==> src/brf_pkg.sv <==
package brf_pkg;
	// Register map (byte addresses on a 32-bit Wishbone)
	localparam logic [7:0] TUNE_OFFSET = 8'h04;
	localparam logic [7:0] FAULT_OFFSET = 8'h06;
	localparam logic [7:0] EVT_STAT_OFFSET = 8'h10;
	localparam logic [7:0] EVT_MASK_OFFSET = 8'h14;
	localparam logic [7:0] RAMP_STAT_OFFSET = 8'h18;
	localparam logic [7:0] SHORT_IN_OFFSET = 8'h1c;

	localparam logic [15:0] TUNE_RESET = 16'h00a3;
	localparam logic [15:0] FAULT_RESET = 16'h0100;

	// Field positions
	localparam int RAMP_CODE_LSB = 5;
	localparam int DITHER_LSB = 2;
	localparam int SMOOTH_BIT = 1;
	localparam int GND_CHECK_BIT = 8;
	localparam int STRINGS = 4;

	// Ramp duration codes
	localparam logic [2:0] RAMP_OFF = 3'h0;
	localparam logic [2:0] RAMP_1MS = 3'h1;
	localparam logic [2:0] RAMP_2MS = 3'h2;
	localparam logic [2:0] RAMP_50MS = 3'h3;
	localparam logic [2:0] RAMP_100MS = 3'h4;
	localparam logic [2:0] RAMP_200MS = 3'h5;
	localparam logic [2:0] RAMP_300MS = 3'h6;
	localparam logic [2:0] RAMP_500MS = 3'h7;

	// Ramp lengths in 1 ms ticks
	localparam logic [31:0] LEN_OFF = 32'h0;
	localparam logic [31:0] LEN_1MS = 32'h1;
	localparam logic [31:0] LEN_2MS = 32'h2;
	localparam logic [31:0] LEN_50MS = 32'h32;
	localparam logic [31:0] LEN_100MS = 32'h64;
	localparam logic [31:0] LEN_200MS = 32'hc8;
	localparam logic [31:0] LEN_300MS = 32'h12c;
	localparam logic [31:0] LEN_500MS = 32'h1f4;
	// 50 ms code stretched by the smoothing ratio, rounded down
	localparam logic [31:0] LEN_50MS_SMOOTH = 32'h3e;

	// Timing
	localparam int CLK_HZ = 25000000;
	localparam int TICK_US = 1000;
	localparam int TICK_CYCLES = (CLK_HZ / 1000000) * TICK_US;
	// Smoothed ramps run this many quarters of the linear length
	localparam int SMOOTH_NUM = 5;
	localparam int SMOOTH_DEN = 4;

	// Event bits
	localparam int EV_RAMP_DONE = 0;
	localparam int EV_GND_FAULT = 1;
	localparam int EV_SHORT_LSB = 2;
	localparam int EV_BITS = 6;

	typedef struct packed {
		logic [2:0] ramp_code;
		logic [2:0] dither_depth;
		logic smooth_ramp_on;
	} brf_tune_s;

	typedef struct packed {
		logic string_ground_fault_check_on;
		logic [STRINGS-1:0] short_fault_mask;
	} brf_fault_s;
endpackage

==> src/brf_regs.sv <==
`timescale 1ns/1ps
`default_nettype none
// Behaviour
// Codes 3h..7h map to 50..500 ms linear
// Smoothed ramping lengthens and smooths transitions
// Software uses 1/2 ms only when linear
// 50 to 500 ms accepted either style
// Bit 1 smooth ramp, resets to 1
// Tuning bit 0 reserved, RW, resets 1
// Fault config at 06h, resets 100h
// Bit 8 enables string ground-short check
// Bits 0..3 mask string short faults
// Software writes zero to bits 7..4
// Codes 0..2 off/1/2 ms, bits 7:5, reset 5h
// Fault bits 15..9 read back, no effect
module brf_regs (
	// Clock and reset
	input wire logic ref_clk,
	input wire logic reset,
	// Wishbone slave
	input wire logic wb_cyc_i,
	input wire logic wb_stb_i,
	input wire logic wb_we_i,
	input wire logic [7:0] wb_adr_i,
	input wire logic [3:0] wb_sel_i,
	input wire logic [31:0] wb_dat_i,
	output logic [31:0] wb_dat_o,
	output logic wb_ack_o,
	// Analog side
	input wire logic ramp_request,
	input wire logic boost_active,
	input wire logic gnd_short_raw,
	input wire logic [brf_pkg::STRINGS-1:0] string_short_raw,
	// Outputs to driver core
	output brf_pkg::brf_tune_s tune_cfg,
	output brf_pkg::brf_fault_s fault_cfg,
	output logic ramp_busy,
	output logic [brf_pkg::STRINGS-1:0] string_fault,
	output logic gnd_fault,
	output logic irq
);
	import brf_pkg::*;

	logic [15:0] tune_q;
	logic [15:0] fault_q;
	logic [EV_BITS-1:0] stat_q;
	logic [EV_BITS-1:0] mask_q;
	logic [31:0] ramp_cnt_q;
	logic [31:0] tick_q;
	logic ramp_busy_q;
	logic ramp_done_q;
	logic [2:0] req_sync_q;
	logic [1:0] boost_sync_q;
	logic [1:0] gnd_sync_q;
	logic [STRINGS-1:0] short_s1_q;
	logic [STRINGS-1:0] short_s2_q;
	logic [STRINGS-1:0] string_fault_q;
	logic gnd_fault_q;
	logic ack_q;
	logic [31:0] dat_q;
	logic irq_q;

	// Ramp length in 1 ms ticks, before smoothing
	function automatic logic [31:0] ramp_ms(input logic [2:0] code);
		case (code)
			RAMP_1MS: ramp_ms = LEN_1MS;
			RAMP_2MS: ramp_ms = LEN_2MS;
			RAMP_50MS: ramp_ms = LEN_50MS;
			RAMP_100MS: ramp_ms = LEN_100MS;
			RAMP_200MS: ramp_ms = LEN_200MS;
			RAMP_300MS: ramp_ms = LEN_300MS;
			RAMP_500MS: ramp_ms = LEN_500MS;
			default: ramp_ms = LEN_OFF;
		endcase
	endfunction

	function automatic logic [15:0] merge(input logic [15:0] old, input logic [31:0] dat,
			input logic [3:0] sel);
		merge = old;
		if (sel[0])
			merge[7:0] = dat[7:0];
		if (sel[1])
			merge[15:8] = dat[15:8];
	endfunction

	logic req;
	logic wr;
	assign req = wb_cyc_i && wb_stb_i && !ack_q;
	assign wr = req && wb_we_i;

	// Bus answer one cycle after request; unmapped reads zero
	always_ff @(posedge ref_clk) begin
		if (reset) begin
			ack_q <= 1'b0;
			dat_q <= 32'h0;
		end else begin
			ack_q <= req;
			dat_q <= 32'h0;
			if (req && !wb_we_i) begin
				case (wb_adr_i)
					TUNE_OFFSET: dat_q <= {16'h0, tune_q};
					FAULT_OFFSET: dat_q <= {16'h0, fault_q};
					EVT_STAT_OFFSET: dat_q <= {26'h0, stat_q};
					EVT_MASK_OFFSET: dat_q <= {26'h0, mask_q};
					RAMP_STAT_OFFSET: dat_q <= {31'h0, ramp_busy_q};
					SHORT_IN_OFFSET: dat_q <= {27'h0, gnd_sync_q[1], short_s2_q};
					default: dat_q <= 32'h0;
				endcase
			end
		end
	end

	// Configuration registers; all bits plain RW
	always_ff @(posedge ref_clk) begin
		if (reset) begin
			tune_q <= TUNE_RESET;
			fault_q <= FAULT_RESET;
		end else if (wr) begin
			if (wb_adr_i == TUNE_OFFSET)
				tune_q <= merge(tune_q, wb_dat_i, wb_sel_i);
			if (wb_adr_i == FAULT_OFFSET)
				fault_q <= merge(fault_q, wb_dat_i, wb_sel_i);
		end
	end

	always_ff @(posedge ref_clk) begin
		if (reset)
			mask_q <= '0;
		else if (wr && wb_adr_i == EVT_MASK_OFFSET && wb_sel_i[0])
			mask_q <= wb_dat_i[EV_BITS-1:0];
	end

	// Pin synchronisers
	always_ff @(posedge ref_clk) begin
		if (reset) begin
			req_sync_q <= '0;
			boost_sync_q <= '0;
			gnd_sync_q <= '0;
			short_s1_q <= '0;
			short_s2_q <= '0;
		end else begin
			req_sync_q <= {req_sync_q[1:0], ramp_request};
			boost_sync_q <= {boost_sync_q[0], boost_active};
			gnd_sync_q <= {gnd_sync_q[0], gnd_short_raw};
			short_s1_q <= string_short_raw;
			short_s2_q <= short_s1_q;
		end
	end

	logic ramp_start;
	logic [2:0] code;
	logic smooth;
	logic [31:0] ramp_len;
	assign ramp_start = req_sync_q[1] && !req_sync_q[2];
	assign code = tune_q[RAMP_CODE_LSB +: 3];
	assign smooth = tune_q[SMOOTH_BIT];
	// Smoothed mode stretches time; 50-500 ms codes legal either way
	assign ramp_len = smooth ? (ramp_ms(code) * SMOOTH_NUM) / SMOOTH_DEN
		: ramp_ms(code);

	// Ramp timer; a new request restarts it at the current code
	always_ff @(posedge ref_clk) begin
		if (reset) begin
			tick_q <= '0;
			ramp_cnt_q <= '0;
			ramp_busy_q <= 1'b0;
			ramp_done_q <= 1'b0;
		end else begin
			ramp_done_q <= 1'b0;
			if (ramp_start) begin
				tick_q <= '0;
				ramp_cnt_q <= ramp_len;
				ramp_busy_q <= (ramp_len != 32'h0);
				ramp_done_q <= (ramp_len == 32'h0);
			end else if (ramp_busy_q) begin
				if (tick_q == TICK_CYCLES - 1) begin
					tick_q <= '0;
					ramp_cnt_q <= ramp_cnt_q - 32'h1;
					if (ramp_cnt_q == 32'h1) begin
						ramp_busy_q <= 1'b0;
						ramp_done_q <= 1'b1;
					end
				end else begin
					tick_q <= tick_q + 32'h1;
				end
			end
		end
	end

	logic [STRINGS-1:0] short_ev;
	logic gnd_ev;
	// Masked strings never raise a fault; bits 7..4 have no effect
	assign short_ev = short_s2_q & ~fault_q[STRINGS-1:0];
	assign gnd_ev = gnd_sync_q[1] && boost_sync_q[1] && fault_q[GND_CHECK_BIT];

	always_ff @(posedge ref_clk) begin
		if (reset) begin
			string_fault_q <= '0;
			gnd_fault_q <= 1'b0;
		end else begin
			string_fault_q <= short_ev;
			gnd_fault_q <= gnd_ev;
		end
	end

	logic [EV_BITS-1:0] ev;
	assign ev = {short_ev, gnd_ev, ramp_done_q};

	// Sticky status: new event beats write-one-to-clear
	always_ff @(posedge ref_clk) begin
		if (reset) begin
			stat_q <= '0;
		end else if (wr && wb_adr_i == EVT_STAT_OFFSET && wb_sel_i[0]) begin
			stat_q <= (stat_q & ~wb_dat_i[EV_BITS-1:0]) | ev;
		end else begin
			stat_q <= stat_q | ev;
		end
	end

	always_ff @(posedge ref_clk) begin
		if (reset)
			irq_q <= 1'b0;
		else
			irq_q <= |(stat_q & mask_q);
	end

	assign wb_ack_o = ack_q;
	assign wb_dat_o = dat_q;
	assign tune_cfg = '{ramp_code: code, dither_depth: tune_q[DITHER_LSB +: 3],
		smooth_ramp_on: smooth};
	assign fault_cfg = '{string_ground_fault_check_on: fault_q[GND_CHECK_BIT],
		short_fault_mask: fault_q[STRINGS-1:0]};
	assign ramp_busy = ramp_busy_q;
	assign string_fault = string_fault_q;
	assign gnd_fault = gnd_fault_q;
	assign irq = irq_q;

	// Reset state
	reset_values_a: assert property (@(posedge ref_clk)
		$fell(reset) |->
		tune_q == TUNE_RESET && fault_q == FAULT_RESET)
		else $error("config reset value wrong");
	smooth_reset_a: assert property (@(posedge ref_clk)
		$fell(reset) |->
		tune_cfg.smooth_ramp_on && tune_q[0] && tune_cfg.ramp_code == RAMP_200MS)
		else $error("tuning reset fields wrong");
	gnd_reset_a: assert property (@(posedge ref_clk)
		$fell(reset) |->
		fault_cfg.string_ground_fault_check_on && fault_cfg.short_fault_mask == '0)
		else $error("fault reset fields wrong");
	irq_reset_a: assert property (@(posedge ref_clk)
		$fell(reset) |->
		!irq && !ramp_busy && stat_q == '0 && mask_q == '0)
		else $error("event state not cleared by reset");

	// Register bus
	bus_ack_a: assert property (@(posedge ref_clk) disable iff (reset)
		req |=>
		wb_ack_o ##1 !wb_ack_o)
		else $error("ack timing wrong");
	read_idle_a: assert property (@(posedge ref_clk) disable iff (reset)
		!wb_ack_o |->
		wb_dat_o == 32'h0)
		else $error("read data outside ack");
	upper_zero_a: assert property (@(posedge ref_clk) disable iff (reset)
		wb_dat_o[31:16] == 16'h0)
		else $error("upper read lanes not zero");
	tune_readback_a: assert property (@(posedge ref_clk) disable iff (reset)
		wr && wb_adr_i == TUNE_OFFSET && wb_sel_i[1:0] == 2'h3 |=>
		tune_q == $past(wb_dat_i[15:0]))
		else $error("tuning config not stored");
	fault_readback_a: assert property (@(posedge ref_clk) disable iff (reset)
		wr && wb_adr_i == FAULT_OFFSET && wb_sel_i[1:0] == 2'h3 |=>
		fault_q == $past(wb_dat_i[15:0]))
		else $error("fault config not stored");
	cfg_hold_a: assert property (@(posedge ref_clk) disable iff (reset)
		!wr |=>
		$stable(tune_q) && $stable(fault_q))
		else $error("config changed without write");

	// Ramp timer
	ramp_length_a: assert property (@(posedge ref_clk) disable iff (reset)
		ramp_start && code == RAMP_1MS && !smooth |=>
		ramp_busy [*8])
		else $error("1 ms ramp ended early");
	one_ms_count_a: assert property (@(posedge ref_clk) disable iff (reset)
		ramp_start && code == RAMP_1MS && !smooth |=>
		ramp_cnt_q == LEN_1MS)
		else $error("1 ms ramp length wrong");
	ramp_off_a: assert property (@(posedge ref_clk) disable iff (reset)
		ramp_start && code == RAMP_OFF |=>
		!ramp_busy && ramp_done_q)
		else $error("disabled ramp went busy");
	smooth_longer_a: assert property (@(posedge ref_clk) disable iff (reset)
		ramp_start && smooth && code == RAMP_50MS |=>
		ramp_cnt_q == LEN_50MS_SMOOTH)
		else $error("smoothed ramp not stretched");
	smooth_accept_a: assert property (@(posedge ref_clk) disable iff (reset)
		ramp_start && smooth && code >= RAMP_50MS |=>
		ramp_busy)
		else $error("smoothed long ramp refused");
	ramp_rise_a: assert property (@(posedge ref_clk) disable iff (reset)
		ramp_start && ramp_len != 32'h0 |=>
		ramp_busy && tick_q == 32'h0)
		else $error("ramp did not start");
	busy_done_a: assert property (@(posedge ref_clk) disable iff (reset)
		$fell(ramp_busy) |->
		ramp_done_q)
		else $error("ramp ended without done event");
	done_idle_a: assert property (@(posedge ref_clk) disable iff (reset)
		ramp_done_q |->
		!ramp_busy)
		else $error("done event while ramp busy");
	tick_bound_a: assert property (@(posedge ref_clk) disable iff (reset)
		tick_q < TICK_CYCLES)
		else $error("tick counter out of range");

	// Fault paths; outputs lag a mask write by one cycle
	short_mask_a: assert property (@(posedge ref_clk) disable iff (reset)
		(string_fault & $past(fault_q[STRINGS-1:0])) == '0)
		else $error("masked string raised fault");
	string_short_a: assert property (@(posedge ref_clk) disable iff (reset)
		short_s2_q != '0 |=>
		string_fault == ($past(short_s2_q) & ~$past(fault_q[STRINGS-1:0])))
		else $error("unmasked string fault lost");
	gnd_check_a: assert property (@(posedge ref_clk) disable iff (reset)
		!$past(fault_q[GND_CHECK_BIT]) |->
		!gnd_fault)
		else $error("ground fault while check off");
	gnd_detect_a: assert property (@(posedge ref_clk) disable iff (reset)
		gnd_sync_q[1] && boost_sync_q[1] && fault_q[GND_CHECK_BIT] |=>
		gnd_fault)
		else $error("ground fault missed");
	gnd_boost_a: assert property (@(posedge ref_clk) disable iff (reset)
		!boost_sync_q[1] |=>
		!gnd_fault)
		else $error("ground fault outside boost stage");

	// Events and interrupt
	stat_sets_a: assert property (@(posedge ref_clk) disable iff (reset)
		ev != '0 |=>
		(stat_q & $past(ev)) == $past(ev))
		else $error("event did not set status");
	stat_clear_a: assert property (@(posedge ref_clk) disable iff (reset)
		wr && wb_adr_i == EVT_STAT_OFFSET && wb_sel_i[0] |=>
		(stat_q & $past(wb_dat_i[EV_BITS-1:0]) & ~$past(ev)) == '0)
		else $error("status not cleared by write");
	mask_write_a: assert property (@(posedge ref_clk) disable iff (reset)
		wr && wb_adr_i == EVT_MASK_OFFSET && wb_sel_i[0] |=>
		mask_q == $past(wb_dat_i[EV_BITS-1:0]))
		else $error("event mask not stored");
	irq_level_a: assert property (@(posedge ref_clk) disable iff (reset)
		(stat_q & mask_q) != '0 |=>
		irq)
		else $error("interrupt missing");
	irq_quiet_a: assert property (@(posedge ref_clk) disable iff (reset)
		(stat_q & mask_q) == '0 |=>
		!irq)
		else $error("interrupt without masked event");
endmodule // brf_regs
`default_nettype wire

==> config.mk <==
export PLATFORM = sky130hd
export DESIGN_NAME = brf_regs
export DESIGN_NICKNAME = d
export VERILOG_FILES = /design/src/brf_pkg.sv /design/src/brf_regs.sv
export SDC_FILE = /design/constraint.sdc
export NUM_CORES = 1
export LEC_CHECK = 0
export ABC_AREA = 1
export BUFFER_PORTS_ARGS = -buffer_cell sky130_fd_sc_hd__buf_2
export CORE_ASPECT_RATIO = 1.1
export CORE_UTILIZATION = 60
export CTS_BUF_LIST = sky130_fd_sc_hd__clkbuf_8
export DETAILED_ROUTE_END_ITERATION = 10
export GPL_TIMING_DRIVEN = 0
export PLACE_DENSITY = 0.81
export SKIP_CTS_REPAIR_TIMING = 1
export SLEW_MARGIN = 0
export SYNTH_ARGS = -nofsm -noshare
export SYNTH_HDL_FRONTEND = slang
export SYNTH_SLANG_ARGS = --single-unit
==> constraint.sdc <==
create_clock -name ref_clk -period 2.74 [get_ports ref_clk]
set_input_delay 0.548 -clock ref_clk [delete_from_list [all_inputs] [get_ports ref_clk]]
set_output_delay 0.548 -clock ref_clk [all_outputs]
set_load 0.005 [all_outputs]
==> flow_summary.json, run 1 <==
{
  "status": "complete, no violations",
  "nets": 1396,
  "cts_sinks": 148,
  "finalCriticalPeriod_ps": 2660,
  "dp_slack_ps": -51.6,
  "synth_area_leaders": "dfxtp_1 (37%), nand2_1 (13%), nor2_1 (10%)",
  "synth.most_common_cell": "nand2_1",
  "synth.avg_cell_area_um2": 6.59,
  "setup_viol": 0,
  "worst_slew_pin_slew_ps": 693,
  "first_pass_iters": 5,
  "cts_tree": "built",
  "period_share": 0.969,
  "synth_flop_cell": "dfxtp_1",
  "grt_usage": 0.312,
  "synth_edf_count": 0,
  "die_y_um": 123,
  "cts_max_level": 4,
  "p_leak_nw": 4.19,
  "crit_start": "tune_q[6]",
  "slew_violations": 0,
  "ios": 108,
  "cp-end-kind": "register",
  "r2r_slack_ps": 80,
  "portBuffers": 73,
  "worstHoldPathCells": 3,
  "drt_wl_total_mm": 20.8,
  "max-vdd-ir-drop_uv": 406,
  "clockBufferDepth": 2,
  "synth_top_cell_by_area": "dfxtp_1",
  "cts_made_buffers": 17,
  "critPathMaxFanout": 8,
  "r2r-start": "tune_q[6]",
  "grt_pass1_vias": 7444,
  "power_mw": 4.66,
  "arrival_ps": 3010,
  "grt_max_degree": 17,
  "synth_warnings": 0,
  "fp.coreArea_um2": 12800,
  "synth_common_cells": "nand2_1 (278), nor2_1 (217), dfxtp_1 (148), inv_1 (128), a21oi_1 (85)",
  "instances_no_fill": 1496,
  "clkLatencyLatePin_ps": 460,
  "place_congestion": 0.983,
  "diodes": 0,
  "synth_seq_area_share": 0.370,
  "grt_pass1_wl_mm": 34.5,
  "avgViaCountPerCell": 5.42,
  "drv_cap": 0,
  "crit_path_start_kind": "register",
  "relSlewSlack": 0.536,
  "layout-drive-gt1-share": 0.146,
  "holdPathEnd": "boost_sync_q[0]",
  "vias": 8102,
  "place_inst": 1459,
  "place_area_um2": 8620,
  "crit_required_ps": 3100,
  "max_freq_ghz": 0.377,
  "ant_nets": 0,
  "min_from": "boost_active",
  "criticalPathCategory": "register to register",
  "fin_area_um2": 9080,
  "dieArea_um2": 13800,
  "powerDensity_nw_per_um2": 513,
  "antenna_found_initial": 0,
  "synth_cell_types": 43,
  "r2r_cells": 16,
  "dp_hpwl_mm": 15.8,
  "fin_skew_ps": 13.9,
  "syn-cell-area_um2": 8010,
  "std_cell_rows": 43,
  "synth_cells": 1214,
  "area_growth_pct": 13.5,
  "rsz0062_at_grt": "yes",
  "overflow": 0,
  "hp-class": "input port to register",
  "die_x_um": 112,
  "hold_violations": 0,
  "tns_ps": 0,
  "async_flop_share": 0,
  "drc": 0,
  "drtIter0Drc": 555,
  "ys_seq_elements": 148,
  "rr_endpoint": "ramp_busy",
  "wl_per_cell_um": 13.9,
  "initial_core_util": 0.625,
  "synth_top_area_share": 0.370,
  "root_buffer": "clkbuf_8",
  "setup_slack_ps": 84.6,
  "cts.clk_slew.worst_paths_ps": 90
}
cell usage in the layout (no fill, tap or decap), types with 3 or more instances in the layout:
cell type / netlist / final
inv_6: 0 / 6
conb_1: 1 / 16
nor2_4: 3 / 3
o21ai_0: 62 / 62
nand2_1: 278 / 278
o22ai_1: 5 / 5
ha_1: 13 / 12
inv_8: 0 / 5
xor2_1: 32 / 32
nand3_1: 66 / 65
nor3_1: 25 / 25
nand4_1: 28 / 28
nor2_2: 10 / 12
buf_2: 9 / 81
a31oi_1: 5 / 5
nor4_1: 3 / 3
clkbuf_1: 17 / 17
nor3_2: 5 / 5
inv_1: 128 / 124
buf_6: 2 / 3
nor2_1: 217 / 215
buf_4: 32 / 37
a21oi_1: 85 / 85
inv_2: 3 / 6
nand2_2: 4 / 4
o211ai_1: 4 / 4
nor3b_1: 4 / 4
dfxtp_1: 148 / 146
clkbuf_8: 0 / 17
per-layer routing:
layer,part of all wire,vias up,GRT usage
met5,0,-,0
met3,0.058,49,0.0500
met4,0.027,0,0.128
met2,0.47,267,0.537
met1,0.44,3714,0.393
li1,-,4072,-
worst max-delay path by stage:
stage / to / cells after the start
final: ramp_busy / 16
after global routing: ramp_busy / 16
after CTS: ramp_busy / 19
after detailed placement: ramp_busy / 19
after global placement: ramp_done_q / 16
after floorplan: ramp_busy / 19
worst max-delay path, cell delays in order (launching register included):
cell and delay, ps:
dfxtp_2 330, buf_6 130, inv_4 70, nand2_1 50
nand3_1 110, inv_2 50, ha_1 280, ha_2 170
inv_1 60, fa_2 530, nor2_1 40, a31oi_1 210
nand4_1 120, nor2_1 120, nand3_1 150, nand2_1 100
nor2_1 40
logic make-up after synthesis:
family	after synthesis	synth area share
and+or+nand+nor	652	0.348
buffers and inverters	196	0.110
AOI/OAI and AO/OA	169	0.111
DFF	148	0.370
xor gates and xnor gates	34	0.0372
adders and majority gates	14	0.0228
other	1	0.000468
power by group:
group          total, mW  internal, mW  switching [mW]
clock               1.74         0.765           0.973
combinational      0.693         0.253           0.439
sequential          2.23          2.19          0.0394
total               4.66          3.21            1.45
metrics by stage:
step           hold slack, ps   util
5_1_grt                   272  0.709
2_1_floorplan             388      -
3_3_place_gp              389  0.673
3_5_place_dp              396  0.673
6_report                  284  0.709
4_1_cts                   266  0.704
sequential cells by signal, summed over array words and instances, names as in the netlist:
register and flops:
fault_q 16, short_s2_q 4, mask_q 6, wb_ack_o 1, irq 1, gnd_fault 1, ramp_cnt_q 32, string_fault 4
tune_q 16, ramp_done_q 1, stat_q 6, short_s1_q 4, ramp_busy 1, wb_dat_o 16, tick_q 32, gnd_sync_q 2
boost_sync_q 2, req_sync_q 3
layout make-up:
class	count	area (um^2)
clock inverters	15	160
inverters	133	502
well taps	157	196
multi-input cells	885	4230
repair buffers	78	403
fillers	1166	3720
flip-flops and latches	148	2970
clock buffers	17	234
plain buffers	63	393
No activity file was read; power rests on OpenSTA's default activity.
==> run 2: changes to the inputs <==
- CORE_UTILIZATION: 60 -> 45
- PLACE_DENSITY: 0.81 -> 0.63
- clock period: 2.74 -> 3.3 ns (I/O delays scaled with it)
==> run 2 against run 1 <==
Effect of this change:
- global-route usage down 6.5 points
- die area up 33%
- cell count up 4.8%
- critical path depth up 2
- non-clock buffer count down 5
- clock-buffer cell count up 1
- largest cell class unchanged
- hold slack better by 100 ps
- sequential cell count unchanged
- cell area up 0.37%
- clock power down 17%
- first-iteration DRC count down 14%
==> flow_summary.json, run 2 (synthesized netlist as in run 1, its figures left out) <==
{
  "ant_nets": 0,
  "arrival_ps": 3150,
  "min_from": "string_short_raw[2]",
  "crit_chain": "clkbuf_2 > inv_1 > nand2_1 > nand3_1 > inv_1 > ha_1 > ha_1 > inv_1 > fa_1 > inv_1 > nand3_1 > nand2_1 > nand2_1 > nand3_1 > nand2_1 > nor2_1 > nand3_1 > a21oi_1",
  "max_stage_delay_ps": 420,
  "reg_top3": "ramp_cnt_q (32), tick_q (32)",
  "drc": 0,
  "worst_slew_pin_slew_ps": 807,
  "cp_top_family": "adder cells",
  "place_congestion": 0.943,
  "fin_skew_ps": 12.3,
  "area_growth_pct": 13.9,
  "slowest_stage": "fa_1",
  "fp.coreArea_um2": 17200,
  "p_leak_nw": 4.16,
  "criticalPathCategory": "register to register",
  "dieArea_um2": 18300,
  "wl_per_cell_um": 13.8,
  "relSlewSlack": 0.460,
  "grt_pass1_wl_mm": 35.3,
  "period_share": 0.836,
  "max-vdd-ir-drop_uv": 278,
  "cts_made_buffers": 17,
  "root_buffer": "clkbuf_8",
  "cts_sinks": 148,
  "cp-end-kind": "register",
  "status": "complete, no violations",
  "grt_usage": 0.247,
  "crit_path_start_kind": "register",
  "intPower_mw": 2.62,
  "grt_pass1_vias": 7266,
  "instances_no_fill": 1568,
  "hp-class": "input port to register",
  "power_mw": 3.87,
  "first_pass_iters": 5,
  "powerDensity_nw_per_um2": 424,
  "slew_violations": 0,
  "sw_frac_of_total": 0.322,
  "initial_core_util": 0.465,
  "crit_start": "tune_q[6]",
  "dp_hpwl_mm": 16.5,
  "vias": 7754,
  "die_y_um": 142,
  "tns_ps": 0,
  "critPathMaxFanout": 8,
  "cts.clk_slew.worst_paths_ps": 100,
  "clkLatencyLatePin_ps": 470,
  "mostFrequentLayoutCells": "nand2_1 (278), nor2_1 (217), dfxtp_1 (148)",
  "p_seq_frac": 0.479,
  "antenna_found_initial": 1,
  "portBuffers": 73,
  "cts_tree": "built",
  "cts_max_level": 4,
  "grt_max_degree": 18,
  "place_inst": 1536,
  "std_cell_rows": 50,
  "comb_power_share": 0.149,
  "layout-drive-gt1-share": 0.134,
  "clockBufferDepth": 2,
  "drv_cap": 0,
  "diodes": 0,
  "die_x_um": 129,
  "p_clk_frac": 0.372,
  "max_freq_ghz": 0.362,
  "layout.cells.most_common": "nand2_1",
  "crit_required_ps": 3690,
  "ios": 108,
  "hold_violations": 0,
  "finalCriticalPeriod_ps": 2760,
  "rsz0062_at_grt": "no",
  "drtIter0Drc": 479,
  "overflow": 0,
  "p_sw_mw": 1.24,
  "avgViaCountPerCell": 4.95,
  "nets": 1391,
  "setup_viol": 0,
  "drt_wl_total_mm": 21.6,
  "r2r-start": "tune_q[6]",
  "worst-path-buf-inv": 5
}
==> run 2: layout make-up <==
cell class                 count  area, um^2
clock inverter                14         150
clock buffer                  18         248
fill                        1802        8090
tap                          234         293
inverter                     133         499
multi-input combinational    885        4220
timing repair buffer          73         365
sequential                   148        2960
buffer                        63         384
==> run 2: power by group through the flow <==
stage | clock network, mW | registers [mW] | logic [mW]
2_1_floorplan | 0 | 1.89 | 0.427
3_3_place_gp | 0 | 1.89 | 0.572
3_5_place_dp | 0 | 1.89 | 0.572
4_1_cts | 1.47 | 1.85 | 0.575
5_1_grt | 1.54 | 1.86 | 0.658
6_report | 1.44 | 1.85 | 0.577
==> run 2: worst min-delay path, cell delays in order <==
cell    delay [ps]
buf_2           90
inv_1           40
nor2_1          30
==> run 2: routing by layer <==
| metal | global-route usage | part of all wire | wire length, um |
|---|---|---|---|
| met1 | 0.312 | 0.47 | 10100 |
| met2 | 0.407 | 0.46 | 9870 |
| met3 | 0.0422 | 0.045 | 977 |
| met4 | 0.120 | 0.032 | 681 |
| met5 | 0 | 0 | 0 |
==> run 2: through the flow <==
step	area [um^2]	hold WS (ps)	util	setup slack [ps]
2_1_floorplan	8060	388	-	932
3_3_place_gp	8720	390	0.507	542
3_5_place_dp	8720	392	0.507	530
4_1_cts	9120	358	0.530	491
5_1_grt	9120	364	0.530	227
6_report	9120	384	0.530	541
==> run 2: path summary, 6_finish.rpt <==
check	to	slack (ps)	cells past startpoint
worst max-delay path	ramp_done_q	540	18
worst max register to register	ramp_done_q	540	18
worst min-delay path	short_s1_q[2]	380	3
worst min register to register	short_s2_q[3]	410	2
==> run 3: changes to the inputs <==
- ABC_AREA: 1 -> 0
- PLACE_DENSITY: 0.63 -> 0.66
- clock period: 3.3 -> 2.3 ns (I/O delays scaled with it)
==> run 3 against run 2 <==
Effect of this change:
- clock power increased by 45%
- worst setup slack got worse by 1200 ps
- the flow now finishes with violations (setup timing)
- synthesized cell count is 34% lower
- cell area down 4.8%
- utilization rose by 4.9 points
- largest power group unchanged
==> flow_summary.json, run 3 <==
{
  "synth_area_leaders": "dfxtp_1 (43%), nor2_1 (5.5%), nand2_1 (5.3%)",
  "drt_wl_total_mm": 17.4,
  "synth.most_common_cell": "dfxtp_1",
  "antenna_found_initial": 0,
  "root_buffer": "clkbuf_8",
  "ios": 108,
  "initial_core_util": 0.458,
  "cts_made_buffers": 17,
  "arrival_ps": 3320,
  "die_x_um": 120,
  "criticalPathCategory": "register to register",
  "rsz0062_at_grt": "yes",
  "critPathMaxFanout": 5,
  "std_cell_rows": 47,
  "clkLatencyLatePin_ps": 460,
  "dp_hpwl_mm": 11.8,
  "portBuffers": 73,
  "setup_slack_ps": -662,
  "avgViaCountPerCell": 5.32,
  "r2r_cells": 12,
  "diodes": 0,
  "hp-class": "input port to register",
  "utilization": 0.579,
  "cts_max_level": 4,
  "cts_tree": "built",
  "relSlewSlack": 0.458,
  "min_from": "string_short_raw[1]",
  "cp-end-kind": "register",
  "async_flop_share": 0,
  "synth_cell_types": 63,
  "synth_common_cells": "dfxtp_1 (148), nor2_1 (100), nand2_1 (97), a21oi_1 (55), xor2_1 (35)",
  "synth_flop_cell": "dfxtp_1",
  "powerDensity_nw_per_um2": 582,
  "slew_violations": 0,
  "grt_pass1_vias": 5464,
  "hold_violations": 0,
  "wl_per_cell_um": 15.2,
  "crit_required_ps": 2650,
  "dp_slack_ps": -636,
  "fin_skew_ps": 9.71,
  "ant_nets": 0,
  "mostFrequentLayoutCells": "dfxtp_1 (142), nor2_1 (98), nand2_1 (96)",
  "rr_endpoint": "ramp_busy",
  "violations": "setup timing",
  "synth_top_area_share": 0.431,
  "crit_path_start_kind": "register",
  "clockBufferDepth": 2,
  "layout-drive-gt1-share": 0.258,
  "reg_top3": "ramp_cnt_q (32), tick_q (32)",
  "synth_seq_area_share": 0.431,
  "setup_viol": 8,
  "nets": 1004,
  "die_y_um": 132,
  "first_pass_iters": 5,
  "cts.clk_slew.worst_paths_ps": 80,
  "place_congestion": 0.827,
  "ys_seq_elements": 148,
  "synth_warnings": 0,
  "fp.coreArea_um2": 15000,
  "worst_slew_pin_slew_ps": 812,
  "grt_pass1_wl_mm": 27.3,
  "drtIter0Drc": 398,
  "synth_top_cell_by_area": "dfxtp_1",
  "finalCriticalPeriod_ps": 2960,
  "instances_no_fill": 1143,
  "drc": 0,
  "p_leak_nw": 3.37,
  "vias": 6077,
  "status": "finished, violations left",
  "syn-cell-area_um2": 6870,
  "crit_start": "tune_q[6]",
  "dieArea_um2": 15800,
  "period_share": 1.29,
  "synth_cells": 801,
  "synth_edf_count": 0,
  "drv_cap": 0,
  "cts_sinks": 148,
  "tns_ps": -2770,
  "grt_max_degree": 17,
  "synth.avg_cell_area_um2": 8.58,
  "max_freq_ghz": 0.338,
  "grt_usage": 0.218,
  "layout.cells.most_common": "dfxtp_1",
  "area_growth_pct": 26.2,
  "place_inst": 1085,
  "critical_path.endpoint": "ramp_busy",
  "r2r-start": "tune_q[6]",
  "r2r_slack_ps": -660,
  "hold_slack_ps": 203,
  "max-vdd-ir-drop_uv": 333,
  "overflow": 0
}
==> run 3: layout make-up <==
cell class	count	area, um^2
tap	196	245
sequential	148	2980
clock buffer	18	248
multi-input combinational	588	3950
buffer	61	409
clock inverter	14	163
inverter	17	68.8
fill	1351	6320
timing repair buffer	101	614
==> run 3: worst min path at each step <==
| stage | to | cells after the start |
|---|---|---|
| 6_report | short_s1_q[1] | 2 |
| 5_1_grt | short_s1_q[2] | 2 |
| 4_1_cts | short_s1_q[1] | 2 |
| 3_5_place_dp | short_s2_q[3] | 1 |
| 3_3_place_gp | req_sync_q[1] | 1 |
| 2_1_floorplan | stat_q[0] | 2 |
==> run 3: report_power, final <==
group	leakage [nW]	total, mW	switching [mW]	internal, mW
clock network	0.211	2.09	0.993	1.09
registers	1.20	2.62	0.0312	2.59
logic	1.96	0.341	0.201	0.139
total	3.37	5.05	1.23	3.82
==> run 3: metrics by stage <==
step                      total power [mW]  cell area, um^2
after floorplan                       2.86             7050
after global placement                2.98             7660
after detailed placement              2.98             7670
after CTS                             5.05             8080
after global routing                  5.24             8680
final                                 5.05             8680
==> run 3: routing by layer <==
| metal | up-vias | GRT usage | wire length (um) |
|---|---|---|---|
| li1 | 2999 | - | - |
| met1 | 2870 | 0.274 | 7800 |
| met2 | 173 | 0.361 | 8320 |
| met3 | 35 | 0.0486 | 879 |
| met4 | 0 | 0.0847 | 413 |
| met5 | - | 0 | 0 |
==> run 3: kinds of logic (layout without fill, tap and decap cells) <==
logic type,after synthesis,in the layout,share of synthesized area
fa+ha+maj,16,16,0.0295
xor+xnor,58,58,0.0739
flops,148,148,0.431
other cells,1,16,0.000546
compound gates,116,116,0.106
mux,31,31,0.0455
simple gates,351,351,0.253
buf+inv,80,211,0.0604
==> run 3: critical path, cell delays in order (launching register included) <==
cell and delay [ps]:
dfxtp_4 360, buf_8 130, nand2b_4 160, a21oi_4 230, ha_4 160, ha_4 130, inv_2 40, fa_2 400
o21a_1 230, mux2_4 330, a2111oi_4 280, nand4_1 210, o2111a_1 200
